<file path="src/design/dram_glue_defs.svh">
/*
 header of timing constants and field positions for the dram access glue.
 assumes a single 100 MHz clock; included by bare name.
*/
`ifndef DRAM_GLUE_DEFS_SVH
`define DRAM_GLUE_DEFS_SVH
`define CLK_PERIOD_NS 10
`define REFRESH_INTERVAL_NS 15000
`define REFRESH_CYCLES (`REFRESH_INTERVAL_NS / `CLK_PERIOD_NS)
`define ROW_HOLD_CYCLES 1
`define PRECHARGE_CYCLES 2
`define REFRESH_RAS_CYCLES 2
`define ACK_WAIT_CYCLES 1
`define ADDR_W 20
`define ROWCOL_W 10
`define CHIP_SEL_VALUE 2'h3
`define MEM_FC_MASK 3'h7
`define MEM_FC_CPU 3'h7
`endif

</file>
<file path="src/design/dram_glue_pkg.sv">
/*
 types shared by both ends of the dram access glue.
 assumes the defs header is compiled alongside.
*/
package dram_glue_pkg;
	typedef enum {ST_IDLE, ST_ROW, ST_COL, ST_HOLD, ST_PRECH, ST_REFRESH} ctrl_state_t;
endpackage : dram_glue_pkg

</file>
<file path="src/design/dram_glue_if.sv">
/*
 link between the host glue logic and the dram controller end.
 assumes one common clock drives both ends.
*/
`timescale 1ns/1ps
`include "dram_glue_defs.svh"
interface dram_glue_if;
	logic access_request;
	logic chip_select;
	logic chip_select_delayed;
	logic [1:0] bank_select;
	logic [`ADDR_W-1:0] address;
	logic upper_byte_column_enable;
	logic lower_byte_column_enable;
	logic transfer_acknowledge;
	logic refresh_request_in;
	modport ctrl (input access_request, input chip_select, input chip_select_delayed,
		input bank_select, input address, input upper_byte_column_enable,
		input lower_byte_column_enable, output transfer_acknowledge, output refresh_request_in);
	modport glue (output access_request, output chip_select, output chip_select_delayed,
		output bank_select, output address, output upper_byte_column_enable,
		output lower_byte_column_enable, input transfer_acknowledge, input refresh_request_in);
endinterface : dram_glue_if

</file>
<file path="src/design/dram_ctrl_end.sv">
/*
 dram controller end: mode-1 access sequencing for four banks, automatic refresh,
 precharge wait states and transfer acknowledge.
 assumes the glue end drives a registered access_request and a decoded chip_select.
*/
// Function
// - host drives address, then address strobe
// - chip select decoded from upper address
// - external access request starts each cycle
// - assert row strobe of selected bank
// - after row hold, column address then strobe
// - acknowledge during access; glue makes size ack
// - refresh in progress delays access until precharged
// - back-to-back same bank waits for precharge
// - low address bits should drive bank select
// - up to 16 MHz with one wait
// - delay clock multiple of 2 MHz
// - chip select delayed exactly one clock
// - access strobe registered, doubles as request
// - chip select combinational
// - data ready combinational
// - byte lane column enables combinational
// - glue inputs as listed
// - host clock inverted against controller clock
// - page hit holds request, miss ends burst
// - refresh request every 15 microseconds
`timescale 1ns/1ps
`include "dram_glue_defs.svh"
module dram_ctrl_end import dram_glue_pkg::*; (
	input wire logic clk,
	input wire logic reset,
	dram_glue_if.ctrl link,
	output logic [3:0] row_strobe_n,
	output logic [1:0] column_strobe_n,
	output logic [`ROWCOL_W-1:0] dram_multiplexed_address,
	output logic refresh_busy
);
	localparam int REFRESH_W = $clog2(`REFRESH_CYCLES + 1);
	ctrl_state_t state_ff, nxt_state;
	logic [REFRESH_W-1:0] refresh_cnt_ff;
	logic refresh_pending_ff;
	logic [3:0] wait_cnt_ff;
	logic [1:0] bank_ff;
	logic last_bank_valid_ff;
	logic [1:0] last_bank_ff;
	logic start_access;
	logic same_bank_stall;
	logic wait_done;
	logic take_access;
	logic [1:0] row_bank;

	// interval timer raises the internal refresh request
	always_ff @(posedge clk) begin
		if (reset) begin
			refresh_cnt_ff <= '0;
		end else if (refresh_cnt_ff == REFRESH_W'(`REFRESH_CYCLES - 1)) begin
			refresh_cnt_ff <= '0;
		end else begin
			refresh_cnt_ff <= refresh_cnt_ff + 1'b1;
		end
	end

	// set wins over the clear taken when the refresh starts
	always_ff @(posedge clk) begin
		if (reset) begin
			refresh_pending_ff <= 1'b0;
		end else if (refresh_cnt_ff == REFRESH_W'(`REFRESH_CYCLES - 1)) begin
			refresh_pending_ff <= 1'b1;
		end else if (state_ff == ST_REFRESH) begin
			refresh_pending_ff <= 1'b0;
		end
	end

	assign link.refresh_request_in = refresh_pending_ff;
	assign refresh_busy = (state_ff == ST_REFRESH) || (state_ff == ST_PRECH);
	// a request counts only with a settled chip select (mode 1)
	assign start_access = link.access_request && link.chip_select && link.chip_select_delayed;
	// after a refresh every bank is precharging, so any access has to wait
	assign same_bank_stall = !last_bank_valid_ff || (last_bank_ff == link.bank_select);
	assign wait_done = (wait_cnt_ff == 4'h0);
	// an access is taken from idle, or from precharge when it targets another bank
	assign take_access = (nxt_state == ST_ROW) && (state_ff != ST_ROW);
	assign row_bank = take_access ? link.bank_select : bank_ff;

	// refresh wins over a waiting access; the access simply stays requested
	always_comb begin
		nxt_state = state_ff;
		case (state_ff)
			ST_IDLE: begin
				if (refresh_pending_ff) begin
					nxt_state = ST_REFRESH;
				end else if (start_access) begin
					nxt_state = ST_ROW;
				end
			end
			ST_ROW: begin
				if (wait_done) begin
					nxt_state = ST_COL;
				end
			end
			ST_COL: begin
				nxt_state = ST_HOLD;
			end
			ST_HOLD: begin
				if (!link.access_request) begin
					nxt_state = ST_PRECH;
				end
			end
			ST_PRECH: begin
				if (wait_done) begin
					nxt_state = ST_IDLE;
				end else if (!refresh_pending_ff && start_access && !same_bank_stall) begin
					nxt_state = ST_ROW;
				end
			end
			ST_REFRESH: begin
				if (wait_done) begin
					nxt_state = ST_PRECH;
				end
			end
			default: begin
				nxt_state = ST_IDLE;
			end
		endcase
	end

	always_ff @(posedge clk) begin
		if (reset) begin
			state_ff <= ST_IDLE;
		end else begin
			state_ff <= nxt_state;
		end
	end

	// one counter times row hold, refresh strobe and precharge
	always_ff @(posedge clk) begin
		if (reset) begin
			wait_cnt_ff <= 4'h0;
		end else if (state_ff != nxt_state) begin
			case (nxt_state)
				ST_ROW: wait_cnt_ff <= 4'(`ROW_HOLD_CYCLES - 1);
				ST_REFRESH: wait_cnt_ff <= 4'(`REFRESH_RAS_CYCLES - 1);
				ST_PRECH: wait_cnt_ff <= 4'(`PRECHARGE_CYCLES - 1);
				default: wait_cnt_ff <= 4'h0;
			endcase
		end else if (!wait_done) begin
			wait_cnt_ff <= wait_cnt_ff - 4'h1;
		end
	end

	// only the last bank needs precharge, or every bank after a refresh; other banks may start at once
	always_ff @(posedge clk) begin
		if (reset) begin
			bank_ff <= 2'h0;
			last_bank_ff <= 2'h0;
			last_bank_valid_ff <= 1'b0;
		end else if (take_access) begin
			bank_ff <= link.bank_select;
		end else if (state_ff == ST_HOLD && nxt_state == ST_PRECH) begin
			last_bank_ff <= bank_ff;
			last_bank_valid_ff <= 1'b1;
		end else if (state_ff == ST_REFRESH) begin
			last_bank_valid_ff <= 1'b0;
		end
	end

	// row strobe: selected bank during access, all banks during refresh
	always_ff @(posedge clk) begin
		if (reset) begin
			row_strobe_n <= 4'hF;
		end else begin
			case (nxt_state)
				ST_ROW, ST_COL, ST_HOLD: row_strobe_n <= ~(4'h1 << row_bank);
				ST_REFRESH: row_strobe_n <= 4'h0;
				default: row_strobe_n <= 4'hF;
			endcase
		end
	end

	// address switches to column one cycle before the column strobe
	always_ff @(posedge clk) begin
		if (reset) begin
			dram_multiplexed_address <= '0;
		end else if (take_access) begin
			dram_multiplexed_address <= link.address[`ADDR_W-1:`ROWCOL_W];
		end else if (nxt_state == ST_COL) begin
			dram_multiplexed_address <= link.address[`ROWCOL_W-1:0];
		end
	end

	always_ff @(posedge clk) begin
		if (reset) begin
			column_strobe_n <= 2'h3;
		end else if (state_ff == ST_COL || state_ff == ST_HOLD) begin
			column_strobe_n <= ~{link.upper_byte_column_enable,
				link.lower_byte_column_enable};
		end else begin
			column_strobe_n <= 2'h3;
		end
	end

	// acknowledge in the column phase gives one wait state at the host
	always_ff @(posedge clk) begin
		if (reset) begin
			link.transfer_acknowledge <= 1'b0;
		end else begin
			link.transfer_acknowledge <= (nxt_state == ST_HOLD);
		end
	end
endmodule : dram_ctrl_end

</file>
<file path="src/flat_wrapper.sv">
// flat-port wrapper written by rule: the top's interface ports become plain ports
module dram_ctrl_end_flat import dram_glue_pkg::*;
  (clk, reset, row_strobe_n, column_strobe_n, dram_multiplexed_address, refresh_busy, link_access_request, link_chip_select, link_chip_select_delayed, link_bank_select, link_address, link_upper_byte_column_enable, link_lower_byte_column_enable, link_transfer_acknowledge, link_refresh_request_in);
  dram_glue_if link_i ();
  input wire logic clk;
  input wire logic reset;
  output logic [3:0] row_strobe_n;
  output logic [1:0] column_strobe_n;
  output logic [`ROWCOL_W-1:0] dram_multiplexed_address;
  output logic refresh_busy;
  input wire logic [$bits(link_i.access_request)-1:0] link_access_request;
  input wire logic [$bits(link_i.chip_select)-1:0] link_chip_select;
  input wire logic [$bits(link_i.chip_select_delayed)-1:0] link_chip_select_delayed;
  input wire logic [$bits(link_i.bank_select)-1:0] link_bank_select;
  input wire logic [$bits(link_i.address)-1:0] link_address;
  input wire logic [$bits(link_i.upper_byte_column_enable)-1:0] link_upper_byte_column_enable;
  input wire logic [$bits(link_i.lower_byte_column_enable)-1:0] link_lower_byte_column_enable;
  output wire logic [$bits(link_i.transfer_acknowledge)-1:0] link_transfer_acknowledge;
  output wire logic [$bits(link_i.refresh_request_in)-1:0] link_refresh_request_in;
  assign link_i.access_request = link_access_request;
  assign link_i.chip_select = link_chip_select;
  assign link_i.chip_select_delayed = link_chip_select_delayed;
  assign link_i.bank_select = link_bank_select;
  assign link_i.address = link_address;
  assign link_i.upper_byte_column_enable = link_upper_byte_column_enable;
  assign link_i.lower_byte_column_enable = link_lower_byte_column_enable;
  assign link_transfer_acknowledge = link_i.transfer_acknowledge;
  assign link_refresh_request_in = link_i.refresh_request_in;
  dram_ctrl_end u_core (.clk(clk), .reset(reset), .link(link_i), .row_strobe_n(row_strobe_n), .column_strobe_n(column_strobe_n), .dram_multiplexed_address(dram_multiplexed_address), .refresh_busy(refresh_busy));
endmodule
</file>
<file path="config.mk">
export PLATFORM = sky130hd
export DESIGN_NAME = dram_ctrl_end_flat
export DESIGN_NICKNAME = d
export VERILOG_FILES = /design/src/design/dram_glue_pkg.sv /design/src/design/dram_glue_if.sv /design/src/design/dram_ctrl_end.sv /design/src/flat_wrapper.sv
export VERILOG_INCLUDE_DIRS = /design/src /design/src/design
export SDC_FILE = /design/constraint.sdc
export NUM_CORES = 1
export LEC_CHECK = 0
export ABC_AREA = 1
export BUFFER_PORTS_ARGS = -buffer_cell sky130_fd_sc_hd__buf_2
export CORE_MARGIN = 5
export CORE_UTILIZATION = 45
export CTS_BUF_LIST = sky130_fd_sc_hd__clkbuf_16
export DETAILED_ROUTE_END_ITERATION = 8
export GPL_ROUTABILITY_DRIVEN = 0
export PLACE_DENSITY = 0.71
export SYNTH_ARGS = -nofsm -noshare
export SYNTH_HDL_FRONTEND = slang
export SYNTH_SLANG_ARGS = --single-unit
</file>
<file path="constraint.sdc">
create_clock -name clk -period 2.2 [get_ports clk]
set_input_delay 0.11 -clock clk [delete_from_list [all_inputs] [get_ports clk]]
set_output_delay 0.11 -clock clk [all_outputs]
set_load 0.02 [all_outputs]
</file>
# == Yosys cells after proc, flatten, opt, wreduce, memory -nomap -nowiden ==
# Index checks and enable logic that the tools add are counted.
# classes
mul,0
magnitude_cmp,0
n_reduce_logical,23
n_mux,18
shifts,1
bitwise_logic,4
div_mod_pow,0
n_eq_ne,23
n_addsub,2
# ops
op,n
32-bit by 3-bit == test with 1-bit output (second input constant),8
32-bit 2-to-1 mux,7
32-bit case mux with 6 select lines,1
32-bit by 2-bit == test with 1-bit output (second input constant),5
32-bit by 4-bit == test with 1-bit output (second input constant),3
32-bit by 1-bit == test with 1-bit output (second input constant),2
32-bit logical NOT,1
32-bit by 2-bit inequality test with 1-bit output (second input constant),1
32-bit inequality test,1
10-bit 2-to-1 mux,2
11-bit by 1-bit adder with 11-bit output (second input constant),1
11-bit == test (second input constant),1
4-bit 2-to-1 mux,2
4-bit case mux with 2 select lines,1
1-bit logical AND,6
2-bit nonzero test,3
2-bit OR reduction,3
4-bit logical NOT,1
1-bit 2-to-1 mux,4
4-bit inverter,1
2-bit AND reduction,2
1-bit by 2-bit << shifter with 4-bit output (first input constant),1
4-bit by 1-bit subtractor with 4-bit output (second input constant),1
1-bit logical NOT,3
other kinds (7),10
# word_totals
input_bits,29
n_memories,0
ram_bits,0
latchBits,0
ff_bits,70
wordCells,82
output_inout_bits,19
rom_bits,0

# == Longest topological paths before layout ==
# Gate-level depths: netlist (run 1).
# depth
ltp_word,13
ltp_mapped,17
ltp_nobuf,17

# == Worst setup path before layout (run 1) ==
# No wires, ideal clock.
# synth_timing
kind,register to register
from,reg u_core.wait_cnt_ff[0]
to,reg u_core.dram_multiplexed_address[0]
period_less_slack_ns,1.898
t_required_ns,2.068
setup_ns,0.132
t_arrival_ns,1.766
path_buffers,2
stages_incl_launch_ff,14
slack_ns,0.302
cell_sequence,dfxtp_1 -> inv_1 -> ha_1 -> nand2_1 -> nor2_2 -> inv_1 -> buf_2 -> nand2_1 -> nor2_1 -> nor2_1 -> buf_2 -> nand4_1 -> nand2_1 -> a21oi_1
# synth_between
elab_chain_len,6
elab_cells_between_ends,10
classes_between,eq/ne: 2; mux: 5; reduce/logical: 3
# synth_lines
element,line,rtl
start: declaration,dram_ctrl_end.sv:42,logic [3:0] wait_cnt_ff;
start signal: assignment,dram_ctrl_end.sv:141,ST_ROW: wait_cnt_ff <= 4'(`ROW_HOLD_CYCLES - 1);
start signal: assignment,dram_ctrl_end.sv:142,ST_REFRESH: wait_cnt_ff <= 4'(`REFRESH_RAS_CYCLES - 1);
start signal: assignment,dram_ctrl_end.sv:143,ST_PRECH: wait_cnt_ff <= 4'(`PRECHARGE_CYCLES - 1);
4-bit logical NOT *,dram_ctrl_end.sv:80,assign wait_done = (wait_cnt_ff == 4'h0);
"32-bit 2-to-1 mux, on equally long branches","dram_ctrl_end.sv:117, dram_ctrl_end.sv:97, dram_ctrl_end.sv:110",
32-bit case mux with 6 select lines *,dram_ctrl_end.sv:88,case (state_ff)
32-bit by 2-bit == test with 1-bit output,dram_ctrl_end.sv:82,assign take_access = (nxt_state == ST_ROW) && (state_ff != ST_ROW);
1-bit logical AND,dram_ctrl_end.sv:82,
10-bit 2-to-1 mux or 2-bit nonzero test (tied branches),-,
end signal: assignment,dram_ctrl_end.sv:185,dram_multiplexed_address <= link.address[`ADDR_W-1:`ROWCOL_W];
end signal: assignment,dram_ctrl_end.sv:187,dram_multiplexed_address <= link.address[`ROWCOL_W-1:0];
end: declaration,dram_ctrl_end.sv:35,"output logic [`ROWCOL_W-1:0] dram_multiplexed_address,"
# Every way passes the cells marked *; elsewhere a longest branch is shown, timed or not.
# A chain may end at the register's enable or synchronous reset.

# == Final worst setup path (run 1) ==
# layout_timing
from,reg u_core.state_ff[0]
to,reg u_core.dram_multiplexed_address[2]
# layout_between
elab_chain_len,6
elab_cells_between_ends,20
classes_between,eq/ne: 8; mux: 9; reduce/logical: 3
# layout_lines
element,line,rtl
start: declaration,dram_ctrl_end.sv:39,"ctrl_state_t state_ff, nxt_state;"
start signal: assignment,dram_ctrl_end.sv:131,state_ff <= nxt_state;
"parallel branches: the longest is 6 deep, another holds 32-bit by 3-bit == test with 1-bit output",-,
# Parallel ways; which one is timed is not known.

==> results of run 1 <==
-- sequential cells by signal, summed over array words and instances (netlist names) --
signal	cells
u_core.link.transfer_acknowledge	1
u_core.refresh_cnt_ff	11
u_core.last_bank_valid_ff	1
u_core.dram_multiplexed_address	10
u_core.last_bank_ff	2
u_core.wait_cnt_ff	4
u_core.state_ff	32
u_core.column_strobe_n	2
u_core.link.refresh_request_in	1
u_core.bank_ff	2
u_core.row_strobe_n	4
-- worst min-delay path, cell delays in order --
cell     delay, ns
buf_2         0.07
inv_1         0.03
nand4_1       0.07
nand2_1       0.05
a21oi_1       0.10
-- stage by stage --
step	area (um^2)	TNS [ns]
6_report	4090	0
5_1_grt	4090	-0.01131
4_1_cts	4021	0
3_5_place_dp	3719	0
3_3_place_gp	3719	0
2_1_floorplan	3364	0
-- worst max path at each step --
stage,start,endpoint,slack (ns),cells past startpoint
finish,u_core.state_ff[0],u_core.dram_multiplexed_address[2],0.15,11
CTS,u_core.state_ff[2],u_core.row_strobe_n[2],0.08,15
detailed placement,u_core.state_ff[2],u_core.row_strobe_n[2],0.10,15
global placement,u_core.state_ff[2],u_core.row_strobe_n[1],0.11,15
floorplan,u_core.wait_cnt_ff[0],u_core.dram_multiplexed_address[0],0.30,13
global route,u_core.state_ff[1],u_core.row_strobe_n[2],-0.01,16
-- power breakdown --
group          leakage (uW)  switching, uW  internal, uW  total [uW]
clock network      0.000129            582           773        1360
logic               0.00124           55.8          40.2        96.0
registers          0.000576           13.6          1300        1310
total               0.00194            652          2110        2770
-- synth_stat cells --
master	count	area [um^2]
buf_6	2	22.52
o21ai_1	1	5.000
nand4_4	2	42.54
dfxtp_1	70	1401
inv_2	6	22.52
nor3_2	1	10.01
o21ai_0	15	75.07
nor2_1	60	225.2
inv_1	67	251.5
xnor2_1	2	17.52
nor2_4	3	33.78
a31oi_1	2	12.51
buf_1	1	3.750
xor2_1	5	43.79
a21oi_4	1	16.27
nand3b_1	1	7.510
nor2_2	6	37.54
nand2_1	109	409.1
nor3_1	6	30.03
a21oi_1	20	100.1
o21ai_2	1	8.760
nand2_4	1	11.26
ha_1	2	25.02
or2_2	3	18.77
nand2_2	6	37.54
nand3_2	4	40.04
a21boi_4	1	18.77
clkbuf_1	3	11.26
nand3_1	32	160.2
a2111oi_0	1	8.760
o21bai_1	1	7.510
nor4_1	4	25.02
nor3b_1	1	7.510
conb_1	1	3.750
nand4_1	14	87.58
buf_2	4	20.02
-- layer usage --
layer | track usage | vias to the layer above | routed length [um]
met5 | 0 | - | 0
li1 | - | 1583 | -
met2 | 0.2816 | 93 | 3480
met1 | 0.2144 | 1348 | 3188
met3 | 0.05209 | 24 | 497
met4 | 0.09375 | 0 | 238
-- logic make-up after synthesis --
| logic type | synth area share |
|---|---|
| xor gates and xnor gates | 0.01881 |
| AOI/OAI and AO/OA | 0.07755 |
| DFF | 0.4299 |
| other | 0.001151 |
| and+or+nand+nor | 0.3631 |
| adders and majority gates | 0.007676 |
| buffers and inverters | 0.1017 |
-- final cells by class --
class	count	area share
timing repair buffer	60	0.08259
inverter	73	0.06760
sequential	70	0.3429
clock buffer	9	0.05506
tap	99	0.03028
clock inverter	7	0.01407
multi-input combinational	334	0.4075
-- timing repair --
action                                  in CTS  in global routing
hold buffers                                 2                  0
endpoints found under the setup margin       0                 16
setup buffers                                0                  4
resized for setup                            0                 15
hold endpoints to repair                     2                  0
==> impl_metrics.csv, run 1 <==
group,metric,value,unit
run_status,status,"finished clean",
clocking,insertion_delay,0.34,ns
setup_path,rrSetupSlack,0.15,ns
synthesis,postSynthCellCount,459,
sta,fin_crit,2.047,ns
synthesis,syn_area,3259,um^2
hold_path,hold_path.class,"in2reg",
synthesis,yosysUniqueCellTypes,36,
floorplanning,initial_core_util,0.4567,
hold_path,min_to,"u_core.dram_multiplexed_address[3]",
cells_and_area,layout_common_cells,"nand2_1 (108), dfxtp_1 (69), inv_1 (66)",
route,route.detailed.drc,0,
route,vias,3048,
setup_path,endpoint_kind,"flop",
setup_path,worstPathRequired,2.42,ns
job,max_cap_violations,0,
sta,final-hold-violation-count,0,
sta,maxSlewViolCount,0,
grt,overflow,0,
synthesis,syn_avg_cell_area,7.101,um^2
clocking,cts_tree,"built",
setup_path,cpPeakStageDelay,0.48,ns
power,p_leak,0.001942,uW
route,avgRoutedWirePerCell,11.36,um
setup_path,reg2reg_depth,11,
clocking,cts_made_buffers,9,
setup_path,r2r-start,"u_core.state_ff[0]",
grt,grtUsageTotal,0.1768,
cells_and_area,num-fill-cells,689,
setup_path,crit_family,"simple AND/OR/NAND/NOR gates",
clocking,htreeDepth,3,
place,dp.cells,630,
hold_path,worstHoldStart,"link_address[13]",
cells_and_area,area_delta_synth_final,25.49,%
cells_and_area,drive_gt1_frac,0.2188,
setup_path,path_buf_inv,0,
cells_and_area,seqCellArea,1403,um^2
clocking,cts_max_path_buffers,2,
grt,grt_pass1_vias,2822,
sta,period_share,0.9306,
cells_and_area,nets,579,
grt,grt_max_degree,22,
sta,worst_clock_skew,0.008173,ns
route,firstDrtPassIters,4,
sta,setup_ws,0.1527,ns
setup_path,rr_endpoint,"u_core.dram_multiplexed_address[2]",
grt,antenna_found_initial,0,
cells_and_area,multiInputGateArea,1667,um^2
sta,worst_hold_slack,0.1348,ns
sta,finalSetupViolations,0,
floorplanning,coreArea,7137,um^2
setup_path,crit_type,"reg2reg",
setup_path,cp-start-kind,"flop",
clocking,path_clk_slew,0.06,ns
floorplanning,die_x,95.11,um
grt,grt_pass1_wl,12340,um
setup_path,cp_slowest_cell,"dfxtp_1",
cells_and_area,finalNonFillerCells,652,
place,dp_hpwl,5540,um
synthesis,synth-warning-count,0,
floorplanning,die_h,95.11,um
floorplanning,rows,31,
power,total_power,2766,uW
place,io_buffers,47,
floorplanning,dieArea,9045,um^2
power,ir_worst_vdd,0.0004138,V
cells_and_area,finalCoreUtilization,0.5731,
hold_path,min_path_cells,5,
sta,rsz0062_at_grt,"yes",
power,power.density,676.3,nW/um^2
clocking,cts_root_buf,"clkbuf_16",
synthesis,ys_seq_area_frac,0.4299,
clocking,numClockSinks,70,
route,wl,7404,um
place,preCtsSetupSlack,0.1002,ns
cells_and_area,antenna_cells,0,
route,first_iter_violations,151,
setup_path,cp.arrival,2.26,ns
synthesis,ys_seq_elements,70,
setup_path,crit_fanout,10,
cells_and_area,final_common_cell,"nand2_1",
route,drtAntennaViolNets,0,
sta,max_freq,488.4,MHz
setup_path,crit_chain,"nand2_2 > nor2_1 > nand2_1 > nor2_2 > nand2_4 > nand3_2 > nand3_2 > a21boi_4 > nand4_1 > nand2_1 > a21oi_1",
route,viasPerCell,4.675,
floorplanning,ios,48,
Note: power is estimated with default switching activity, not from simulation.
==> run 2: changes to the inputs <==
--- a/config.mk
+++ b/config.mk
@@ -9,11 +9,10 @@
 export ABC_AREA = 1
 export BUFFER_PORTS_ARGS = -buffer_cell sky130_fd_sc_hd__buf_2
 export CORE_MARGIN = 5
-export CORE_UTILIZATION = 45
-export CTS_BUF_LIST = sky130_fd_sc_hd__clkbuf_16
+export CORE_UTILIZATION = 55
 export DETAILED_ROUTE_END_ITERATION = 8
 export GPL_ROUTABILITY_DRIVEN = 0
-export PLACE_DENSITY = 0.71
+export PLACE_DENSITY = 0.83
 export SYNTH_ARGS = -nofsm -noshare
 export SYNTH_HDL_FRONTEND = slang
 export SYNTH_SLANG_ARGS = --single-unit
==> constraint.sdc (replaced) <==
create_clock -name clk -period 2.2 [get_ports clk]
set_input_delay 0.22 -clock clk [delete_from_list [all_inputs] [get_ports clk]]
set_output_delay 0.22 -clock clk [all_outputs]
set_load 0.02 [all_outputs]
==> run 2 against run 1 <==
First-iteration DRC count increased by 32%. Via count increased by 2.1%. Wire length decreased by 1.4%. Global-route usage increased by 1.8 points. Hold slack got worse by 0.10 ns. Sequential cell count unchanged. Highest routed layer unchanged. Sequential power about the same.
==> impl_metrics.csv, run 2 (synthesis gave the netlist of run 1 again) <==
group,metric,value,unit
hold_path,hold_path.class,"in2reg",
clocking,numClockSinks,70,
place,dp.cells,604,
hold_path,worstHoldStart,"link_lower_byte_column_enable",
sta,worst_clock_skew,0.01492,ns
cells_and_area,finalCoreUtilization,0.6747,
floorplanning,coreArea,5851,um^2
setup_path,endpoint_kind,"flop",
grt,overflow,0,
hold_path,min_path_cells,2,
floorplanning,ios,48,
route,wl_met3,517,um
route,wirelength_met1,3085,um
floorplanning,initial_core_util,0.5571,
cells_and_area,layout_common_cells,"nand2_1 (106), dfxtp_1 (69), inv_1 (65)",
cells_and_area,final_common_cell,"nand2_1",
setup_path,cp_slowest_cell,"dfxtp_1",
clocking,cts_root_buf,"clkbuf_8",
sta,fin_crit,2.089,ns
floorplanning,die_h,86.98,um
sta,period_share,0.9495,
route,drtAntennaViolNets,0,
sta,final-hold-violation-count,0,
floorplanning,die_x,86.98,um
route,first_iter_violations,199,
cells_and_area,antenna_cells,0,
job,max_cap_violations,0,
clocking,cts_max_path_buffers,2,
setup_path,rrSetupSlack,0.11,ns
grt,grt_pass1_vias,2878,
cells_and_area,area_delta_synth_final,21.11,%
setup_path,rr_endpoint,"u_core.dram_multiplexed_address[1]",
power,p_leak,0.001894,uW
setup_path,crit_chain,"nand2_2 > nor2_1 > nand2_1 > nor2_2 > nand2_4 > nand3_2 > nand3_2 > nand2_2 > nand4_4 > o21ai_0 > nand2_1 > a21oi_1",
clocking,htreeDepth,3,
sta,maxSlewViolCount,0,
route,highest_layer,"met4",
setup_path,cp.arrival,2.36,ns
route,route.detailed.drc,0,
sta,finalSetupViolations,0,
route,viasPerCell,4.994,
grt,grt_max_degree,23,
cells_and_area,largest_reg_flops,32,
clocking,cts_tree,"built",
route,firstDrtPassIters,5,
cells_and_area,top_regs,"u_core.state_ff (32), u_core.refresh_cnt_ff (11), u_core.dram_multiplexed_address (10)",
cells_and_area,nets,574,
setup_path,crit_family,"simple AND/OR/NAND/NOR gates",
route,dr_wl_met2,3523,um
setup_path,crit_fanout,10,
floorplanning,rows,28,
power,power.density,608.7,nW/um^2
cells_and_area,drive_gt1_frac,0.2208,
setup_path,path_buf_inv,0,
setup_path,r2r-start,"u_core.state_ff[0]",
route,wl,7302,um
place,io_buffers,47,
setup_path,worstPathRequired,2.47,ns
grt,antenna_found_initial,0,
setup_path,crit_type,"reg2reg",
floorplanning,dieArea,7566,um^2
place,dp_hpwl,5306,um
run_status,status,"finished clean",
setup_path,cp-start-kind,"flop",
setup_path,reg2reg_depth,12,
cells_and_area,largest_register,"u_core.state_ff",
grt,grt_pass1_wl,11790,um
grt,grtUsageTotal,0.1953,
route,avgRoutedWirePerCell,11.72,um
clocking,path_clk_slew,0.08,ns
clocking,insertion_delay,0.34,ns
setup_path,cpPeakStageDelay,0.47,ns
cells_and_area,num-fill-cells,493,
clocking,cts_made_buffers,9,
route,vias,3111,
sta,max_freq,478.7,MHz
cells_and_area,finalNonFillerCells,623,
hold_path,min_to,"u_core.column_strobe_n[0]",
power,ir_worst_vdd,0.0003381,V
==> run 2: power breakdown <==
| part | total, uW | internal (uW) | switching (uW) |
|---|---|---|---|
| clock network | 1000 | 526 | 474 |
| logic | 90.6 | 36.3 | 54.3 |
| registers | 1310 | 1300 | 13.2 |
| total | 2400 | 1860 | 542 |
==> run 2: cell type report <==
type,instances,area (um^2),area share
timing repair buffer,54,291.5,0.07385
clock inverter,5,58.81,0.01490
multi-input combinational,335,1690,0.4282
sequential,70,1405,0.3559
clock buffer,11,131.4,0.03328
tap,75,93.84,0.02377
inverter,73,276.5,0.07005
==> run 2: what timing repair did <==
action	4_1_cts	5_1_grt
hold buffers	0	0
pin swaps	0	2
gates resized for setup	1	21
buffers inserted	0	2
gates cloned	0	1
setup endpoints to repair	1	17
==> run 2: per-layer routing <==
metal | vias to the layer above | track usage
li1 | 1590 | -
met1 | 1381 | 0.2338
met2 | 120 | 0.3271
met3 | 20 | 0.04825
met4 | 0 | 0.09207
met5 | - | 0
==> run 2: worst register-to-register path, stage by stage (launching register included) <==
cell and delay (ns):
dfxtp_1 0.47, nand2_2 0.11, nor2_1 0.12, nand2_1 0.08
nor2_2 0.19, nand2_4 0.14, nand3_2 0.10, nand3_2 0.14
nand2_2 0.12, nand4_4 0.14, o21ai_0 0.17, nand2_1 0.11
a21oi_1 0.14
==> run 2: metrics by stage <==
step	hold WS, ns	setup WS (ns)	cell area [um^2]	TNS (ns)	power (uW)
4_1_cts	0.02373	0.1014	3865	0	2423
2_1_floorplan	0.2889	0.3023	3364	0	1390
6_report	0.03297	0.1111	3948	0	2403
3_5_place_dp	0.3927	0.07604	3674	0	1430
3_3_place_gp	0.3846	0.1309	3674	0	1426
5_1_grt	0.02780	-0.03774	3948	-0.1472	2495
==> run 2: how the worst max path moves through the flow <==
stage          depth (start not counted)  slack (ns)                  start                            endpoint
2_1_floorplan                         13        0.30  u_core.wait_cnt_ff[0]  u_core.dram_multiplexed_address[0]
3_3_place_gp                          15        0.13     u_core.state_ff[2]              u_core.row_strobe_n[1]
3_5_place_dp                          11        0.08     u_core.state_ff[2]  u_core.dram_multiplexed_address[2]
4_1_cts                               11        0.10  u_core.wait_cnt_ff[0]  u_core.dram_multiplexed_address[2]
5_1_grt                               13       -0.04     u_core.state_ff[4]              u_core.row_strobe_n[2]
6_report                              12        0.11     u_core.state_ff[0]  u_core.dram_multiplexed_address[1]
==> run 3: changes to the inputs <==
--- a/config.mk
+++ b/config.mk
@@ -12,7 +12,9 @@
 export CORE_UTILIZATION = 55
 export DETAILED_ROUTE_END_ITERATION = 8
 export GPL_ROUTABILITY_DRIVEN = 0
+export MAX_ROUTING_LAYER = met4
 export PLACE_DENSITY = 0.83
+export SLEW_MARGIN = 20
 export SYNTH_ARGS = -nofsm -noshare
 export SYNTH_HDL_FRONTEND = slang
 export SYNTH_SLANG_ARGS = --single-unit
==> run 3 against run 2 <==
Maximum frequency about the same. Global-route usage up 0.55 points. Sequential power about the same. Utilization up 0.085 points. Final cell count up 0.16%. Clock power about the same. Count of clock-buffer cells in the layout unchanged. Register-to-register slack about the same. Largest power group unchanged. First-iteration DRC count up 20%.
==> impl_metrics.csv, run 3 (synthesis gave the netlist of run 1 again) <==
group,metric,value,unit
clocking,cts_made_buffers,9,
setup_path,endpoint_kind,"flop",
grt,met3_usage,0.04825,
power,total_power,2407,uW
grt,grt_max_degree,23,
hold_path,min_to,"u_core.column_strobe_n[0]",
grt,grtUsageTotal,0.2008,
clocking,insertion_delay,0.35,ns
place,io_buffers,47,
route,viasPerCell,4.992,
cells_and_area,top_regs,"u_core.state_ff (32), u_core.refresh_cnt_ff (11), u_core.dram_multiplexed_address (10)",
clocking,cts_root_buf,"clkbuf_8",
setup_path,path_buf_inv,0,
setup_path,crit_chain,"nand2_2 > nor2_1 > nand2_1 > nor2_2 > nand2_4 > nand3_2 > nand3_2 > nand2_2 > nand4_4 > o21ai_0 > nand2_1 > a21oi_1",
cells_and_area,area_delta_synth_final,21.27,%
sta,final-hold-violation-count,0,
sta,worst_clock_skew,0.01738,ns
setup_path,rr_endpoint,"u_core.dram_multiplexed_address[1]",
sta,setup_ws,0.1112,ns
job,max_cap_violations,0,
sta,fin_crit,2.089,ns
hold_path,worstHoldStart,"link_lower_byte_column_enable",
clocking,hold_buffers,0,
cells_and_area,largest_reg_flops,32,
sta,finalSetupViolations,0,
hold_path,min_path_cells,2,
grt,grt_pass1_vias,2877,
setup_path,rrSetupSlack,0.11,ns
clocking,htreeDepth,3,
hold_path,hold_path.class,"in2reg",
route,wl,7333,um
setup_path,cp-start-kind,"flop",
floorplanning,initial_core_util,0.5571,
power,power.density,608.9,nW/um^2
cells_and_area,nets,575,
cells_and_area,multiInputGateArea,1688,um^2
route,firstDrtPassIters,5,
setup_path,worstPathRequired,2.48,ns
floorplanning,coreArea,5851,um^2
floorplanning,die_h,86.98,um
route,first_iter_violations,238,
setup_path,crit_fanout,10,
place,preCtsSetupSlack,0.07604,ns
floorplanning,ios,48,
grt,overflow,0,
setup_path,cp_slowest_cell,"dfxtp_1",
route,drtAntennaViolNets,0,
route,avgRoutedWirePerCell,11.75,um
sta,period_share,0.9495,
clocking,numClockSinks,70,
setup_path,reg2reg_depth,12,
cells_and_area,drive_gt1_frac,0.2204,
setup_path,crit_family,"simple AND/OR/NAND/NOR gates",
grt,antenna_found_initial,0,
cells_and_area,largest_register,"u_core.state_ff",
clocking,cts_max_path_buffers,2,
grt,use_met2,0.3271,
grt,grt_pass1_wl,11780,um
cells_and_area,layout_common_cells,"nand2_1 (106), dfxtp_1 (69), inv_1 (65)",
floorplanning,rows,28,
route,route.detailed.drc,0,
cells_and_area,final_common_cell,"nand2_1",
sta,maxSlewViolCount,0,
clocking,cts_tree,"built",
setup_path,cp.arrival,2.37,ns
setup_path,cpPeakStageDelay,0.47,ns
floorplanning,die_x,86.98,um
sta,max_freq,478.7,MHz
place,dp_hpwl,5306,um
run_status,status,"finished clean",
grt,met1_usage,0.2332,
cells_and_area,num-fill-cells,488,
cells_and_area,antenna_cells,0,
setup_path,r2r-start,"u_core.state_ff[0]",
setup_path,crit_type,"reg2reg",
cells_and_area,seqCellArea,1405,um^2
power,ir_worst_vdd,0.0003382,V
power,p_leak,0.001899,uW
floorplanning,dieArea,7566,um^2
cells_and_area,finalCoreUtilization,0.6756,
clocking,path_clk_slew,0.08,ns
grt,grt.busiest_layer,"met2",
route,vias,3115,
run 3: cell count changes in the layout (fill, tap and decap cells not counted), sizes merged:
cell / change
buf: +1
run 3: worst max-delay path by stage:
stage / slack [ns] / endpoint / start / cells past startpoint
6_report: 0.11 / u_core.dram_multiplexed_address[1] / u_core.state_ff[0] / 12
5_1_grt: -0.04 / u_core.row_strobe_n[2] / u_core.state_ff[4] / 13
4_1_cts: 0.10 / u_core.dram_multiplexed_address[2] / u_core.wait_cnt_ff[0] / 11
3_5_place_dp: 0.08 / u_core.dram_multiplexed_address[2] / u_core.state_ff[2] / 11
3_3_place_gp: 0.13 / u_core.row_strobe_n[1] / u_core.state_ff[2] / 15
2_1_floorplan: 0.30 / u_core.dram_multiplexed_address[0] / u_core.wait_cnt_ff[0] / 13
run 3: routing by layer:
layer	part of all wire	wire length, um
met1	0.43	3159
met2	0.47	3482
met3	0.069	504
met4	0.026	187
met5	0	0
run 3: stage by stage:
stage	instance area (um^2)	hold WS [ns]	setup TNS (ns)	instances
floorplan	3364	0.2889	0	487
global placement	3674	0.3846	0	604
detailed placement	3674	0.3927	0	604
CTS	3865	0.02373	0	620
global route	3953	0.02780	-0.1504	624
finish	3953	0.03340	0	624
run 3: what timing repair did:
item                                    4_1_cts  5_1_grt
gates resized for setup                       1       20
gates cloned                                  0        1
setup buffers                                 0        3
endpoints found under the setup margin        1       17
pin swaps                                     0        4
run 3: cell type report:
class,instances,share of cell area
Clock buffer,11,0.03324
Clock inverter,5,0.01488
Inverter,73,0.06996
Multi-Input combinational cell,335,0.4270
Sequential cell,70,0.3555
Tap cell,75,0.02374
Timing Repair Buffer,55,0.07566
run 3: power breakdown:
group | total (uW) | internal [uW] | switching [uW]
Clock | 1000 | 526 | 478
Sequential | 1310 | 1300 | 13.1
Combinational | 90.7 | 36.3 | 54.4
Total | 2410 | 1860 | 546
